File: config.mk
export PLATFORM = sky130hd
export DESIGN_NAME = mufm_top
export DESIGN_NICKNAME = d
export VERILOG_FILES = /design/src/rtl/mufm_pkg.sv /design/src/rtl/mufm_top.sv
export SDC_FILE = /design/constraint.sdc
export NUM_CORES = 1
export LEC_CHECK = 0
export ABC_CLOCK_PERIOD_IN_PS = 5850
export BUFFER_PORTS_ARGS = -buffer_cell sky130_fd_sc_hd__buf_2
export CAP_MARGIN = 25
export CORE_MARGIN = 2
export CORE_UTILIZATION = 50
export CTS_CLUSTER_SIZE = 14
export DETAILED_ROUTE_END_ITERATION = 10
export PLACE_DENSITY = 0.8
export REMOVE_ABC_BUFFERS = 1
export SLEW_MARGIN = 20
export SYNTH_ARGS = -nofsm -noshare
export SYNTH_HDL_FRONTEND = slang
export SYNTH_SLANG_ARGS = --single-unit
File: constraint.sdc
create_clock -name sys_clk -period 5.85 [get_ports sys_clk]
set_input_delay 0.2925 -clock sys_clk [delete_from_list [all_inputs] [get_ports sys_clk]]
set_output_delay 0.2925 -clock sys_clk [all_outputs]
set_load 0.01 [all_outputs]
File: src/rtl/mufm_pkg.sv
// constants, register map and types of the modem uart control block
// assumes one system clock; the register port is driven by logic on that clock
// Overview of operation
// - bit 0 of the send-request register drives the request-to-send pin, reset zero
// - receive fifo entry count reads back in five bits, zero after reset
// - transmit fifo byte count reads back in five bits, zero after reset
// - a mask bit of one keeps its status bit off the alert pin
// - mask bits sit at the same positions as their status bits
// - masking never stops a source from setting its summary flag
// - all implemented mask bits set at reset; bits 15..13 and 8 read zero
// - gap with gap-reset bit set returns the frame monitor to preamble
// - carrier low with carrier-reset bit set returns the frame monitor to preamble
// - with store-every-char set every received character enters the receive fifo
// - otherwise, with monitor on, store from first byte after good preamble
// - frame monitor runs only while config bit 12 is set, cleared at reset
// - config resets with gap reset and carrier reset set, filter and monitor clear
// - with auto drop set, finished transmission clears the send request
// - reading the receive data register returns and pops the fifo head
package mufm_pkg;
    localparam int          ADDR_W          = 8;
    localparam int          DATA_W          = 16;
    localparam int          CHAR_W          = 8;
    localparam int          FIFO_DEPTH      = 16;
    localparam int          COUNT_W         = 6;
    // register offsets
    localparam logic [7:0]  ADDR_RX_DATA    = 8'h81;
    localparam logic [7:0]  ADDR_TX_DATA    = 8'h82;
    localparam logic [7:0]  ADDR_SEND_REQ   = 8'h84;
    localparam logic [7:0]  ADDR_RX_LEVEL   = 8'h85;
    localparam logic [7:0]  ADDR_TX_LEVEL   = 8'h86;
    localparam logic [7:0]  ADDR_ALERT_MASK = 8'h87;
    localparam logic [7:0]  ADDR_LINK_CFG   = 8'h88;
    // reset values and implemented bits
    localparam logic [15:0] MASK_RESET      = 16'h1eff;
    localparam logic [15:0] MASK_IMPL       = 16'h1eff;
    localparam logic [15:0] CFG_RESET       = 16'hc430;
    localparam logic [15:0] ZERO_WORD       = 16'h0000;
    // field positions
    localparam int          SEND_REQ_BIT    = 0;
    localparam int          CFG_GAP_RST     = 15;
    localparam int          CFG_CD_RST      = 14;
    localparam int          CFG_STORE_ALL   = 13;
    localparam int          CFG_MON_EN      = 12;
    localparam int          CFG_AUTO_DROP   = 4;
    // frame monitor
    localparam logic [7:0]  PREAMBLE_CHAR   = 8'hff;
    localparam logic [2:0]  MIN_PREAMBLE    = 3'h2;
    localparam logic [2:0]  PREAMBLE_SAT    = 3'h7;

    typedef enum logic [0:0] {MON_PREAMBLE, MON_FRAME} mufm_mon_t;
endpackage : mufm_pkg

File: src/rtl/mufm_top.sv
// modem uart control: send request, fifo levels, alert mask, frame monitor
// assumes a receiver and transmitter on sys_clk; carrier detect comes from a pin
`timescale 1ns/1ps
`default_nettype none

////////////////////////////////////////////////////////////////////////////////
// parameterised fifo, flip-flop storage, valid/ready on both sides
module mufm_fifo #(
    parameter int W = 8,
    parameter int D = 16
) (
    input  wire logic             clk,
    input  wire logic             rst_n,
    input  wire logic             in_valid,
    output logic                  in_ready,
    input  wire logic [W-1:0]     in_data,
    output logic                  out_valid,
    input  wire logic             out_ready,
    output logic      [W-1:0]     out_data,
    output logic [$clog2(D):0]    count
);
    localparam int PW = $clog2(D);
    logic [W-1:0]  mem_q [D];
    logic [PW-1:0] wp_q;
    logic [PW-1:0] rp_q;
    logic [PW:0]   cnt_q;
    logic          push;
    logic          pop;

    // honest full/empty straight from the occupancy count
    assign in_ready  = (cnt_q != (PW+1)'(D));
    assign out_valid = (cnt_q != '0);
    assign out_data  = mem_q[rp_q];
    assign count     = cnt_q;
    assign push      = in_valid && in_ready;
    assign pop       = out_valid && out_ready;

    // storage written only on push, no reset needed for data
    always_ff @(posedge clk)
    begin
        if (push)
            mem_q[wp_q] <= in_data;
    end

    // pointers and count
    always_ff @(posedge clk or negedge rst_n)
    begin
        if (!rst_n)
        begin
            wp_q  <= '0;
            rp_q  <= '0;
            cnt_q <= '0;
        end
        else
        begin
            if (push)
                wp_q <= wp_q + 1'b1;
            if (pop)
                rp_q <= rp_q + 1'b1;
            cnt_q <= cnt_q + (PW+1)'(push) - (PW+1)'(pop);
        end
    end
endmodule : mufm_fifo

////////////////////////////////////////////////////////////////////////////////
module mufm_top
    import mufm_pkg::*;
(
    input  wire logic              sys_clk,
    input  wire logic              nrst,
    // register port
    input  wire logic              reg_wr,
    input  wire logic              reg_rd,
    input  wire logic [ADDR_W-1:0] reg_addr,
    input  wire logic [DATA_W-1:0] reg_wdata,
    output logic      [DATA_W-1:0] reg_rdata,
    output logic                   reg_rvalid,
    // receiver side
    input  wire logic              rx_char_valid,
    output logic                   rx_char_ready,
    input  wire logic [CHAR_W-1:0] rx_char,
    input  wire logic              gap_event,
    input  wire logic              carrier_detect,
    // transmitter side
    output logic                   tx_char_valid,
    input  wire logic              tx_char_ready,
    output logic      [CHAR_W-1:0] tx_char,
    input  wire logic              tx_frame_done,
    output logic                   tx_fifo_space,
    // status and pins
    input  wire logic [DATA_W-1:0] modem_status,
    output logic                   modem_alert_flags,
    output logic                   alert_pin,
    output logic                   modem_rts
);
    logic              rst_s1_q;
    logic              rst_n;
    logic              cd_s1_q;
    logic              cd_s2_q;
    logic              send_req_q;
    logic [DATA_W-1:0] mask_q;
    logic [DATA_W-1:0] cfg_q;
    mufm_mon_t         mon_q;
    logic [2:0]        pre_cnt_q;
    logic [DATA_W-1:0] rdata_q;
    logic              rvalid_q;
    logic              mon_en;
    logic              mon_clr;
    logic              good_pre;
    logic              keep;
    logic              rx_push;
    logic              rxf_ready;
    logic              rxf_valid;
    logic              rx_pop;
    logic [CHAR_W-1:0] rxf_data;
    logic [4:0]        rx_cnt;
    logic [4:0]        tx_cnt;
    logic              tx_push;

    function automatic logic wr_at(input logic [7:0] a);
        wr_at = reg_wr && (reg_addr == a);
    endfunction : wr_at

    function automatic logic [15:0] level_word(input logic [4:0] c);
        level_word = ZERO_WORD | 16'(c);
    endfunction : level_word

    ////////////////////////////////////////////////////////////////////////////
    // reset release through two flops; constants only under async reset
    always_ff @(posedge sys_clk or negedge nrst)
    begin
        if (!nrst)
        begin
            rst_s1_q <= 1'b0;
            rst_n    <= 1'b0;
        end
        else
        begin
            rst_s1_q <= 1'b1;
            rst_n    <= rst_s1_q;
        end
    end

    // carrier detect arrives from a pin, two flops before use
    always_ff @(posedge sys_clk or negedge rst_n)
    begin
        if (!rst_n)
        begin
            cd_s1_q <= 1'b0;
            cd_s2_q <= 1'b0;
        end
        else
        begin
            cd_s1_q <= carrier_detect;
            cd_s2_q <= cd_s1_q;
        end
    end

    ////////////////////////////////////////////////////////////////////////////
    // send request: software write wins over the automatic drop in one cycle
    always_ff @(posedge sys_clk or negedge rst_n)
    begin
        if (!rst_n)
            send_req_q <= 1'b0;
        else if (wr_at(ADDR_SEND_REQ))
            send_req_q <= reg_wdata[SEND_REQ_BIT];
        else if (tx_frame_done && cfg_q[CFG_AUTO_DROP])
            send_req_q <= 1'b0;
    end
    assign modem_rts = send_req_q;

    // alert mask, reserved positions never stored
    always_ff @(posedge sys_clk or negedge rst_n)
    begin
        if (!rst_n)
            mask_q <= MASK_RESET;
        else if (wr_at(ADDR_ALERT_MASK))
            mask_q <= reg_wdata & MASK_IMPL;
    end

    // link configuration, all sixteen bits writable
    always_ff @(posedge sys_clk or negedge rst_n)
    begin
        if (!rst_n)
            cfg_q <= CFG_RESET;
        else if (wr_at(ADDR_LINK_CFG))
            cfg_q <= reg_wdata;
    end

    // pin sees only unmasked sources; summary ignores the mask
    assign alert_pin         = |(modem_status & MASK_IMPL & ~mask_q);
    assign modem_alert_flags = |(modem_status & MASK_IMPL);

    ////////////////////////////////////////////////////////////////////////////
    // frame monitor; a clear takes priority over any character that cycle
    assign mon_en   = cfg_q[CFG_MON_EN];
    assign mon_clr  = !mon_en
                    || (cfg_q[CFG_GAP_RST] && gap_event)
                    || (cfg_q[CFG_CD_RST] && !cd_s2_q);
    assign good_pre = (rx_char != PREAMBLE_CHAR) && (pre_cnt_q >= MIN_PREAMBLE);

    always_ff @(posedge sys_clk or negedge rst_n)
    begin
        if (!rst_n)
        begin
            mon_q     <= MON_PREAMBLE;
            pre_cnt_q <= 3'h0;
        end
        else if (mon_clr)
        begin
            mon_q     <= MON_PREAMBLE;
            pre_cnt_q <= 3'h0;
        end
        else if (rx_char_valid && rx_char_ready)
        begin
            case (mon_q)
                MON_PREAMBLE:
                begin
                    if (rx_char == PREAMBLE_CHAR)
                    begin
                        if (pre_cnt_q != PREAMBLE_SAT)
                            pre_cnt_q <= pre_cnt_q + 3'h1;
                    end
                    else if (good_pre)
                        mon_q <= MON_FRAME;
                    else
                        pre_cnt_q <= 3'h0;
                end
                MON_FRAME:
                    mon_q <= MON_FRAME;
                default:
                    mon_q <= MON_PREAMBLE;
            endcase
        end
    end

    // character filter; with the monitor off and no filter, everything is kept
    assign keep = cfg_q[CFG_STORE_ALL]
               || !mon_en
               || (mon_q == MON_FRAME)
               || ((mon_q == MON_PREAMBLE) && good_pre);
    assign rx_push       = rx_char_valid && keep;
    // dropped characters are consumed even when the fifo is full
    assign rx_char_ready = rxf_ready || !keep;

    ////////////////////////////////////////////////////////////////////////////
    // fifos; receive side drains by register reads, transmit by the transmitter
    assign rx_pop  = reg_rd && (reg_addr == ADDR_RX_DATA) && rxf_valid;
    assign tx_push = wr_at(ADDR_TX_DATA);

    mufm_fifo #(.W(CHAR_W), .D(FIFO_DEPTH)) u_rx_fifo (
        .clk       (sys_clk),
        .rst_n     (rst_n),
        .in_valid  (rx_push),
        .in_ready  (rxf_ready),
        .in_data   (rx_char),
        .out_valid (rxf_valid),
        .out_ready (rx_pop),
        .out_data  (rxf_data),
        .count     (rx_cnt)
    );

    mufm_fifo #(.W(CHAR_W), .D(FIFO_DEPTH)) u_tx_fifo (
        .clk       (sys_clk),
        .rst_n     (rst_n),
        .in_valid  (tx_push),
        .in_ready  (tx_fifo_space),
        .in_data   (reg_wdata[CHAR_W-1:0]),
        .out_valid (tx_char_valid),
        .out_ready (tx_char_ready),
        .out_data  (tx_char),
        .count     (tx_cnt)
    );

    ////////////////////////////////////////////////////////////////////////////
    // read data registered one cycle after the strobe; unmapped reads zero
    always_ff @(posedge sys_clk or negedge rst_n)
    begin
        if (!rst_n)
        begin
            rdata_q  <= ZERO_WORD;
            rvalid_q <= 1'b0;
        end
        else
        begin
            rvalid_q <= reg_rd;
            if (reg_rd)
            begin
                case (reg_addr)
                    ADDR_RX_DATA:    rdata_q <= rxf_valid ? (ZERO_WORD | 16'(rxf_data))
                                                          : ZERO_WORD;
                    ADDR_SEND_REQ:   rdata_q <= ZERO_WORD | 16'(send_req_q);
                    ADDR_RX_LEVEL:   rdata_q <= level_word(rx_cnt);
                    ADDR_TX_LEVEL:   rdata_q <= level_word(tx_cnt);
                    ADDR_ALERT_MASK: rdata_q <= mask_q;
                    ADDR_LINK_CFG:   rdata_q <= cfg_q;
                    default:         rdata_q <= ZERO_WORD;
                endcase
            end
        end
    end
    assign reg_rdata  = rdata_q;
    assign reg_rvalid = rvalid_q;
endmodule : mufm_top

`default_nettype wire

Word-level counts from Yosys, hierarchy flattened
Memories as Yosys holds them, arrays and structs flattened.
Cells that the tools add are included.
- order comparisons: 1
- reduce and logical (&&, ||, !) cells: 33
- bitwise operators: 3
- multiplexer cells: 19
- add/sub/neg operators: 9
- eq/ne operators: 15
- operators by type and width (kind ; count):
    $pmux W16 S6 ; 1
    $eq A8 B8 Y1 const B ; 8
    $mux W3 ; 6
    $logic_and A1 B1 Y1 ; 17
    $add A4 B1 Y4 const B ; 4
    $and A13 B16 Y16 ; 1
    $not A13 Y16 ; 1
    $reduce_or A16 Y1 ; 1
    $reduce_or A12 Y1 ; 1
    $add A5 B1 Y5 ; 2
    $mux W1 ; 10
    $ne A5 B5 Y1 const B ; 2
    $reduce_bool A5 Y1 ; 2
    $sub A5 B1 Y5 ; 2
    $mux W8 ; 1
    $ne A8 B8 Y1 const B ; 1
    $logic_or A1 B1 Y1 ; 6
    $ne A3 B2 Y1 const B ; 2
    $reduce_and A4 Y1 ; 1
    $reduce_bool A2 Y1 ; 2
    $add A3 B1 Y3 const B ; 1
    $ge A3 B2 Y1 const B ; 1
    $logic_not A1 Y1 ; 3
    $ne A3 B3 Y1 const B ; 1
    3 further kinds ; 3
- output and inout port bits: 31
- register bits: 80
- logic and storage cells: 99
- RAM bits: 256
- memories kept: 2
- input bits: 57
- memories (memory ; words ; bits a word ; rd ports ; clocked after Yosys merged registers in ; wr ports ; line ; source):
    u_rx_fifo.mem_q ; 16 ; 8 ; 1 ; 0 ; 1 ; mufm_top.sv:23 ; logic [W-1:0] mem_q [D];
    u_tx_fifo.mem_q ; 16 ; 8 ; 1 ; 0 ; 1 ; mufm_top.sv:23 ;

Logic depth before layout (Yosys ltp)
Gate-level depths: netlist of run 1.
- depth in word-level cells: 9
- mapped depth: 15
- gate-level depth less buffers: 15

Cells and area by module
A second synthesis of run 1 with hierarchy kept.
- cell total of the unflattened synthesis: 906
- area total of the unflattened synthesis: 14358.8 um^2
- by module, submodules not included (module ; cells each ; times used ; seq. area each (um^2) ; area an instance (um^2)):
    mufm_fifo ; 321 ; 2 ; 4169.0 ; 5748.0
    mufm_top ; 264 ; 1 ; 1372.6 ; 2862.7

Least setup slack after synthesis of run 1
No wires, ideal clock.
- kind: input -> register
- from: input port reg_addr[5]
- to: register u_rx_fifo.cnt_q[4], in the netlist u_rx_fifo.count[4]
- cell stages on the path: 14
- data arrival time: 2.554 ns
- buffers on the path: 0
- setup time: 0.125 ns
- required time: 5.725 ns
- setup slack: 3.171 ns
- cells stage by stage: or4b_4 -> nor3_4 -> o2111ai_4 -> inv_2 -> ha_1 -> inv_1 -> ha_1 -> inv_1 -> fa_1 -> inv_1 -> a21oi_1 -> nor2_1 -> nor2_1 -> xnor2_1
- word-level cells in the longest chain between the ends: 5
- ends and longest elaborated chain (item ; line ; source):
    start: declaration ; mufm_top.sv:74 ; input wire logic [ADDR_W-1:0] reg_addr,
    $eq A8 B8 Y1 ; mufm_top.sv:248 ; assign rx_pop = reg_rd && (reg_addr == ADDR_RX_DATA) && rxf_valid;
    $logic_and A1 B1 Y1 (2 in series) ; mufm_top.sv:248 ;
    $logic_and A1 B1 Y1 ; mufm_top.sv:36 ; assign pop = out_valid && out_ready;
    net u_rx_fifo.pop ; mufm_top.sv:28 ; logic pop;
    $sub A5 B1 Y5 ; mufm_top.sv:60 ; cnt_q <= cnt_q + (PW+1)'(push) - (PW+1)'(pop);
    end signal: assignment ; mufm_top.sv:60 ;
    end: declaration ; mufm_top.sv:26 ; logic [PW:0] cnt_q;
The timed path passes the listed nets, and every way through them passes these cells.
A chain may end at the register's enable or synchronous reset.

Worst setup path after layout of run 1
- from: register u_tx_fifo.rp_q[0]
- to: output port tx_char[6]
- word-level cells in the longest chain between the ends: 1
- ends and longest elaborated chain (item ; line ; source):
    start: declaration ; mufm_top.sv:25 ; logic [PW-1:0] rp_q;
    start signal: assignment ; mufm_top.sv:59 ; rp_q <= rp_q + 1'b1;
    $mem_v2 Z16 W8 ; -- ;
    end: declaration ; mufm_top.sv:87 ; output logic [CHAR_W-1:0] tx_char,
Every way passes these cells.

==> impl_results.md, run 1 <==
* Status: finished, final reports clean
* H-tree Lvls at 2
* Overall Power at 6.34 mW
* Design Area, Final at between 15,000 and 20,000 µm²
* Initial antenna violation count at 0
* Num ports at between 80 and 90
* Layout area overhead at 14.7%
* Maxcap violations at 0
* Final Setup Violations at 0
* Bufs on Longest Clock Path at 3
* Clock sink count at approximately 340
* Register bit count reported by yosys at around 340
* CTS tree: yes
* Crit path top cell by count: mux4_2
* Vias in the first global route at 7,534
* Final Critical Period at between 3 and 4 ns
* Post-Route Setup TNS at 0 ns
* Vias per cell at around 5.8
* Pwr/cell area at about 400 nW/µm²
* Worst min-delay path category: in2reg
* Cell area after synthesis at 13,900 µm²
* Remaining DRCs at 0
* Critical Path RT at between 5 and 6 ns
* Clk_lat worst skew at ~0.52 ns
* Final WS setup at 2.82 ns
* DR WL/cell at 22.4 µm
* Slew HR at 39.1%
* Reg clk slew, reported paths at ~0.060 ns
* Initial DRC Count at a little over 700
* # fillers at 2,069
* Worst Setup End Kind: output pin
* RSZ-0062 raised after global routing: no
* Final wirelength at roughly 29 mm
* Final GP Congestion at 0.795
* Number of CTS-inserted buffers at 36
* Pins over their slew limit at 0
* Register area share after synthesis at 69.7%
* Cell count after synthesis at a little under 800
* CTS root buffer: clkbuf_16
* Crit-path leading delay family: multiplexers
* Fraction of registers with async set/reset at between 20% and 30%
* Fmax at approximately 330 MHz
* Post-DP Area at between 10,000 and 15,000 µm²
* Placed insts at between 1,000 and 1,500
* Dpl ws at approximately 2.8 ns
* Die Y at approximately 170 µm
* Worst Clk Skew at 0.0155 ns
* Chip Width at around 170 µm
* Slew @ Worst Pin at between 0.9 and 1 ns
* CP Class: reg2out
* Pleak at about 5.8 nW
* Non-Filler Instances at roughly 1,300
* Synthesized area per cell at 17.6 µm²
* Worst path arrival time at about 2.7 ns
* Routed via count at 7,449
* Nets at between 900 and 1,000
* Num rows at 61
* Final core utilization at ~58%
* Hold slack at about 0.022 ns
* Top_reg_cell synth: edfxtp_1
* IO Port Bufs at 83
* Slowest CP cell: mux4_2
* Critical-path cell list: buf_4 -> mux4_2 -> mux4_2 -> buf_2
* Total GRT Usage at between 20% and 30%
* Antenna cells at 0
* Post-route ant nets at 0
* Max Fanout on Critical Path at 35
* # Post-CTS Setup Buffers at 0
* Buf/Inv on CP at 2
* Largest net degree at the start of global routing at 66
* First-pass GRT wire length at around 44 mm
* Critical path's largest stage delay at between 0.6 and 0.7 ns
* Yosys cell types at 50
* Final hold violation count at 0
* Initial core utilization at between 50 and 60%
* Synth Warn # at 0
* Post-synth EDFFs at 256
* Crit share post-route at approximately half
* Area of the core at between 20,000 and 30,000 µm²
* Crit path launch type: register
* HPWL Detailed at between 15 and 20 mm
* Share of cells above drive strength 1 at a little under a third
* Worst vdd ir at approximately 0.31 mV
* Pre-antenna DRT Iters at 5
* Die Area at 29,200 µm²
* GRT Residual Overflow at 0
[timing repair]
action                    CTS  global route
hold endpoints to repair    6             0
hold buffers                5             0
gates resized for setup     0             0
[worst paths after layout]
path	cells past startpoint	slack (ns)	from	endpoint
hold reg to reg	0	0.19	rst_n$_DFF_PN0_	u_rx_fifo.wp_q[0]$_DFFE_PN0P_
min in group asynchronous	2	0.09	nrst	rst_s1_q$_DFF_PN0_
setup reg to reg	15	3.09	u_rx_fifo.count[2]$_DFF_PN0_	u_rx_fifo.count[4]$_DFF_PN0_
setup / recovery	4	2.82	u_tx_fifo.rp_q[0]$_DFFE_PN0P_	tx_char[6]
max in group asynchronous	1	4.50	rst_n$_DFF_PN0_	u_tx_fifo.rp_q[1]$_DFFE_PN0P_
hold / removal	2	0.02	reg_wdata[15]	cfg_q[15]$_DFFE_PN1P_
[worst reg2reg max path: cells and delay by family (launching register included)]
family | cells | cell delay (ns)
fa+ha+maj | 4 | 1.04
buf+inv | 5 | 0.42
flops | 1 | 0.40
compound gates | 2 | 0.39
simple gates | 3 | 0.27
xor+xnor | 1 | 0.12
[registers in the layout, summed over array words and instances, names as in the netlist, 3 cells and up]
name             flops
cfg_q               16
u_tx_fifo.wp_q       4
pre_cnt_q            3
u_rx_fifo.count      5
u_rx_fifo.mem_q    128
u_tx_fifo.count      5
reg_rdata           16
u_tx_fifo.mem_q    128
mask_q              12
u_rx_fifo.wp_q       4
u_tx_fifo.rp_q       4
u_rx_fifo.rp_q       4
[synthesized netlist by cell type, types with 13 or more instances]
| library cell | count | share of area [%] |
|---|---|---|
| mux4_2 | 68 | 11 |
| edfxtp_1 | 256 | 55 |
| o21ai_0 | 13 | 0.47 |
| xnor2_1 | 17 | 1.1 |
| nand2_1 | 19 | 0.51 |
| and3_1 | 17 | 0.76 |
| ha_1 | 24 | 2.2 |
| dfstp_2 | 17 | 3.2 |
| dfrtp_1 | 63 | 11 |
| mux2_2 | 37 | 3.0 |
| clkbuf_1 | 15 | 0.40 |
| nor2_1 | 30 | 0.81 |
| inv_1 | 46 | 1.2 |
| buf_2 | 13 | 0.47 |
[logic make-up after synthesis]
kind of cell,synth area share (%)
compound gates,4.08
xor+xnor,1.26
fa+ha+maj,2.44
mux,14.8
buf+inv,2.60
simple gates,5.09
flops,69.7
other cells,0.0269
[power by group]
group	total [mW]	switching, mW	internal, mW
Sequential	2.94	0.186	2.75
Clock	2.28	0.909	1.37
Combinational	1.12	0.547	0.569
Total	6.34	1.64	4.69
[area by class of cell]
| class | instances | area, µm² | share of cell area, % |
|---|---|---|---|
| Timing Repair Buffer | 98 | 541 | 3.38 |
| Clock buffer | 47 | 976 | 6.11 |
| Sequential cell | 336 | 9720 | 60.8 |
| Clock inverter | 19 | 231 | 1.45 |
| Tap cell | 378 | 473 | 2.96 |
| Inverter | 47 | 176 | 1.10 |
| Multi-Input combinational cell | 370 | 3860 | 24.2 |
[cells in the final DEF, fill, tap and decap left out, types with 13 or more instances in the layout]
master,instances
edfxtp_1,256
buf_2,83
mux4_2,68
dfrtp_1,59
inv_1,46
mux2_2,37
clkbuf_16,36
nor2_1,30
ha_1,24
nand2_1,19
xnor2_1,17
and3_1,17
dfstp_2,17
o21ai_0,13
[routing by layer]
metal | up-vias | GRT usage, % | part of all wire, %
met5 | - | 0 | 0
met4 | 0 | 4.97 | 1.9
met1 | 3861 | 27.8 | 40
met3 | 43 | 3.22 | 6.5
met2 | 268 | 34.7 | 51
li1 | 3277 | - | -
Power figures use the tool's default switching activity.
==> run 2: changes to the inputs <==
- ABC_AREA: not set -> 1
- ABC_CLOCK_PERIOD_IN_PS: 5850 -> 3200
- clock period: 5.85 -> 3.2 ns (I/O delays scaled with it)
==> run 2 against run 1 <==
  * Critical path depth grew 3
  * Worst hold slack gained 0.014 ns
  * Final area is 6.8% higher
  * First-iteration DRC count rose by 53%
  * Critical path type unchanged
  * Largest power group unchanged
==> impl_results.md, run 2 <==
* Total GRT Usage at between 20% and 30%
* Area of the core at roughly 30,000 µm²
* Cell area after synthesis at ~15,000 µm²
* Cell count after synthesis at around 1,400
* Register bit count reported by yosys at roughly 340
* Die Y at about 180 µm
* Pwr/cell area at about 710 nW/µm²
* Setup crit start: u_tx_fifo.rp_q[1]$_DFFE_PN0P_
* Final wirelength at 34.1 mm
* Worst Setup EP: tx_char[4]
* Commonest cells post-synth: nand2_1 (325), edfxtp_1 (256), inv_1 (175)
* Share of cells above drive strength 1 at ~14%
* Worst min-delay path category: in2reg
* Worst vdd ir at approximately 0.52 mV
* CP Class: reg2out
* Top flop regs: u_rx_fifo.mem_q: 128 flops, u_tx_fifo.mem_q: 128 flops
* Final hold violation count at 0
* Top cells by area, synth: edfxtp_1 (52%), dfrtp_1 (11%), nand2_1 (8.2%), inv_1 (4.4%), nand3_1 (4.4%)
* Slew @ Worst Pin at between 0.8 and 0.9 ns
* Crit path launch type: register
* GRT Residual Overflow at 0
* Critical path's largest stage delay at a little under 0.8 ns
* Most common cell after layout, fill and taps aside: nand2_1
* Most frequent cells in the layout: nand2_1 (325), edfxtp_1 (256), inv_1 (173)
* Fmax at about 370 MHz
* DR WL/cell at approximately 18 µm
* RSZ-0062 raised after global routing: no
* Slew HR at between 40% and 50%
* Post-route ant nets at 0
* Top-count cell post-synth: nand2_1
* Maxcap violations at 0
* Register area share after synthesis at between 60% and 70%
* Crit share post-route at a little over four fifths
* Vias per cell at around 5.4
* Critical Path RT at 3.04 ns
* Chip Width at 177 µm
* Initial core utilization at 50.5%
* Num rows at 63
* Yosys cell types at 42
* Reg-to-reg endpoint: u_rx_fifo.count[4]$_DFF_PN0_
* Pre-antenna DRT Iters at 6
* Hold_buf cts at 16
* # Post-CTS Setup Buffers at 0
* Final Setup Violations at 0
* Pins over their slew limit at 0
* Final GP Congestion at 0.872
* Antenna cells at 0
* Status: finished, final reports clean
* CTS root buffer: clkbuf_16
* Synthesized area per cell at roughly 10 µm²
* Overall Power at roughly 12 mW
* Post-synth EDFFs at about 260
* Clk_lat worst skew at around 0.53 ns
* RR Startpoint: u_rx_fifo.count[2]$_DFF_PN0_
* Clock sink count at approximately 340
* Worst Clk Skew at 0.0274 ns
* HPWL Detailed at about 21 mm
* Critical-path cell list: buf_4 -> nor2_1 -> o21ai_0 -> o211ai_1 -> o211ai_1 -> nand2_1 -> buf_2
* Yosys top cell by area: edfxtp_1
* Worst Setup End Kind: output pin
* Pleak at about 7.2 nW
* IO Port Bufs at 83
* Largest net degree at the start of global routing at between 70 and 80
* Fraction of registers with async set/reset at around a quarter
* CTS tree: yes
* Routed via count at around 10,000
* H-tree Lvls at 2
* First-pass GRT wire length at between 50 and 60 mm
* Initial DRC Count at around 1,100
* Vias in the first global route at 10,200
* Num ports at between 80 and 90
* Bufs on Longest Clock Path at 3
* Worst path arrival time at between 2 and 3 ns
* Slowest CP cell: dfrtp_2
* Hold Crit Depth at 4
* Post-Route Setup TNS at 0 ns
* # fillers at between 2,000 and 2,500
* Final core utilization at a little under 60%
* Final WS setup at around 0.5 ns
* Nets at about 1,600
* Initial antenna violation count at 0
* Dpl ws at roughly 0.52 ns
* Max Fanout on Critical Path at 37
* Layout area overhead at 14.6%
* R2R Setup Slk at 0.52 ns
* Final Critical Period at 2.70 ns
* R2R cell count at 15
* Crit path top cell by count: o211ai_1
* Number of CTS-inserted buffers at 35
* Die Area at slightly above 30,000 µm²
* Cts repair resizes at 0
* Top_reg_cell synth: edfxtp_1
* Yosys top cell area share at about half
* Remaining DRCs at 0
* Reg clk slew, reported paths at 0.06 ns
* Synth Warn # at 0
[run 2: cell types whose count changed after synthesis, sizes merged, moves of 14 or more]
cell    change
and3       -16
buf        +16
inv       +131
mux2       -37
mux4       -68
nand2     +308
nand3     +121
nor2      +122
o211ai     +32
o21ai     +104
xnor2      -14
xor2       +14
[run 2: worst min path at each step]
stage	startpoint	endpoint	slack (ns)
after CTS	reg_addr[0]	modem_rts$_DFFE_PN0P_	0.02
after floorplan	nrst	rst_n$_DFF_PN0_	-0.14
after global placement	nrst	rst_s1_q$_DFF_PN0_	-0.05
after global routing	rx_char[2]	u_rx_fifo.mem_q[0][2]$_DFFE_PP_	0.05
final	reg_addr[0]	modem_rts$_DFFE_PN0P_	0.04
after detailed placement	nrst	rst_s1_q$_DFF_PN0_	-0.05
[run 2: metrics by stage]
step | cells | instance area, µm² | hold WS (ns)
2_1_floorplan | 1366 | 14600 | -0.136
3_3_place_gp | 1867 | 15700 | -0.0541
3_5_place_dp | 1867 | 15700 | -0.0513
4_1_cts | 1945 | 17000 | 0.0196
5_1_grt | 1946 | 17100 | 0.0472
6_report | 1946 | 17100 | 0.0358
[run 2: cell families after synthesis]
kind of cell               Yosys count  synth area share [%]
AOI/OAI and AO/OA                  170                  6.75
xor gates and xnor gates            20                  1.18
and+or+nand+nor                    632                  17.8
adders and majority gates           26                  2.29
other                                1                0.0252
DFF                                336                  65.3
buffers and inverters              242                  6.67
[run 2: power by group]
part / internal (mW) / switching, mW
combinational: 0.911 / 1.85
sequential: 5.02 / 0.262
clock: 2.41 / 1.71
total: 8.35 / 3.82
[run 2: final cells by class]
type / count / area [µm²] / share of cell area (%)
Timing Repair Buffer: 128 / 826 / 4.84
Multi-Input combinational cell: 849 / 4180 / 24.5
Clock inverter: 20 / 250 / 1.47
Clock buffer: 42 / 922 / 5.41
Inverter: 181 / 679 / 3.98
Tap cell: 390 / 488 / 2.86
Sequential cell: 336 / 9720 / 57.0
[run 2: routing by layer]
layer  vias up  track usage [%]  wire length, µm
met5         -                0                0
met4         0             8.61             1180
met3        91             3.21             2450
met2       430             37.6            17000
met1      4997             28.7            13600
li1       4953                -                -
[run 2: critical path: cells and delay by family (launching register included)]
family,cells,cell delay [ns]
flops,1,0.79
compound gates,3,0.44
simple gates,2,0.20
buf+inv,2,0.59
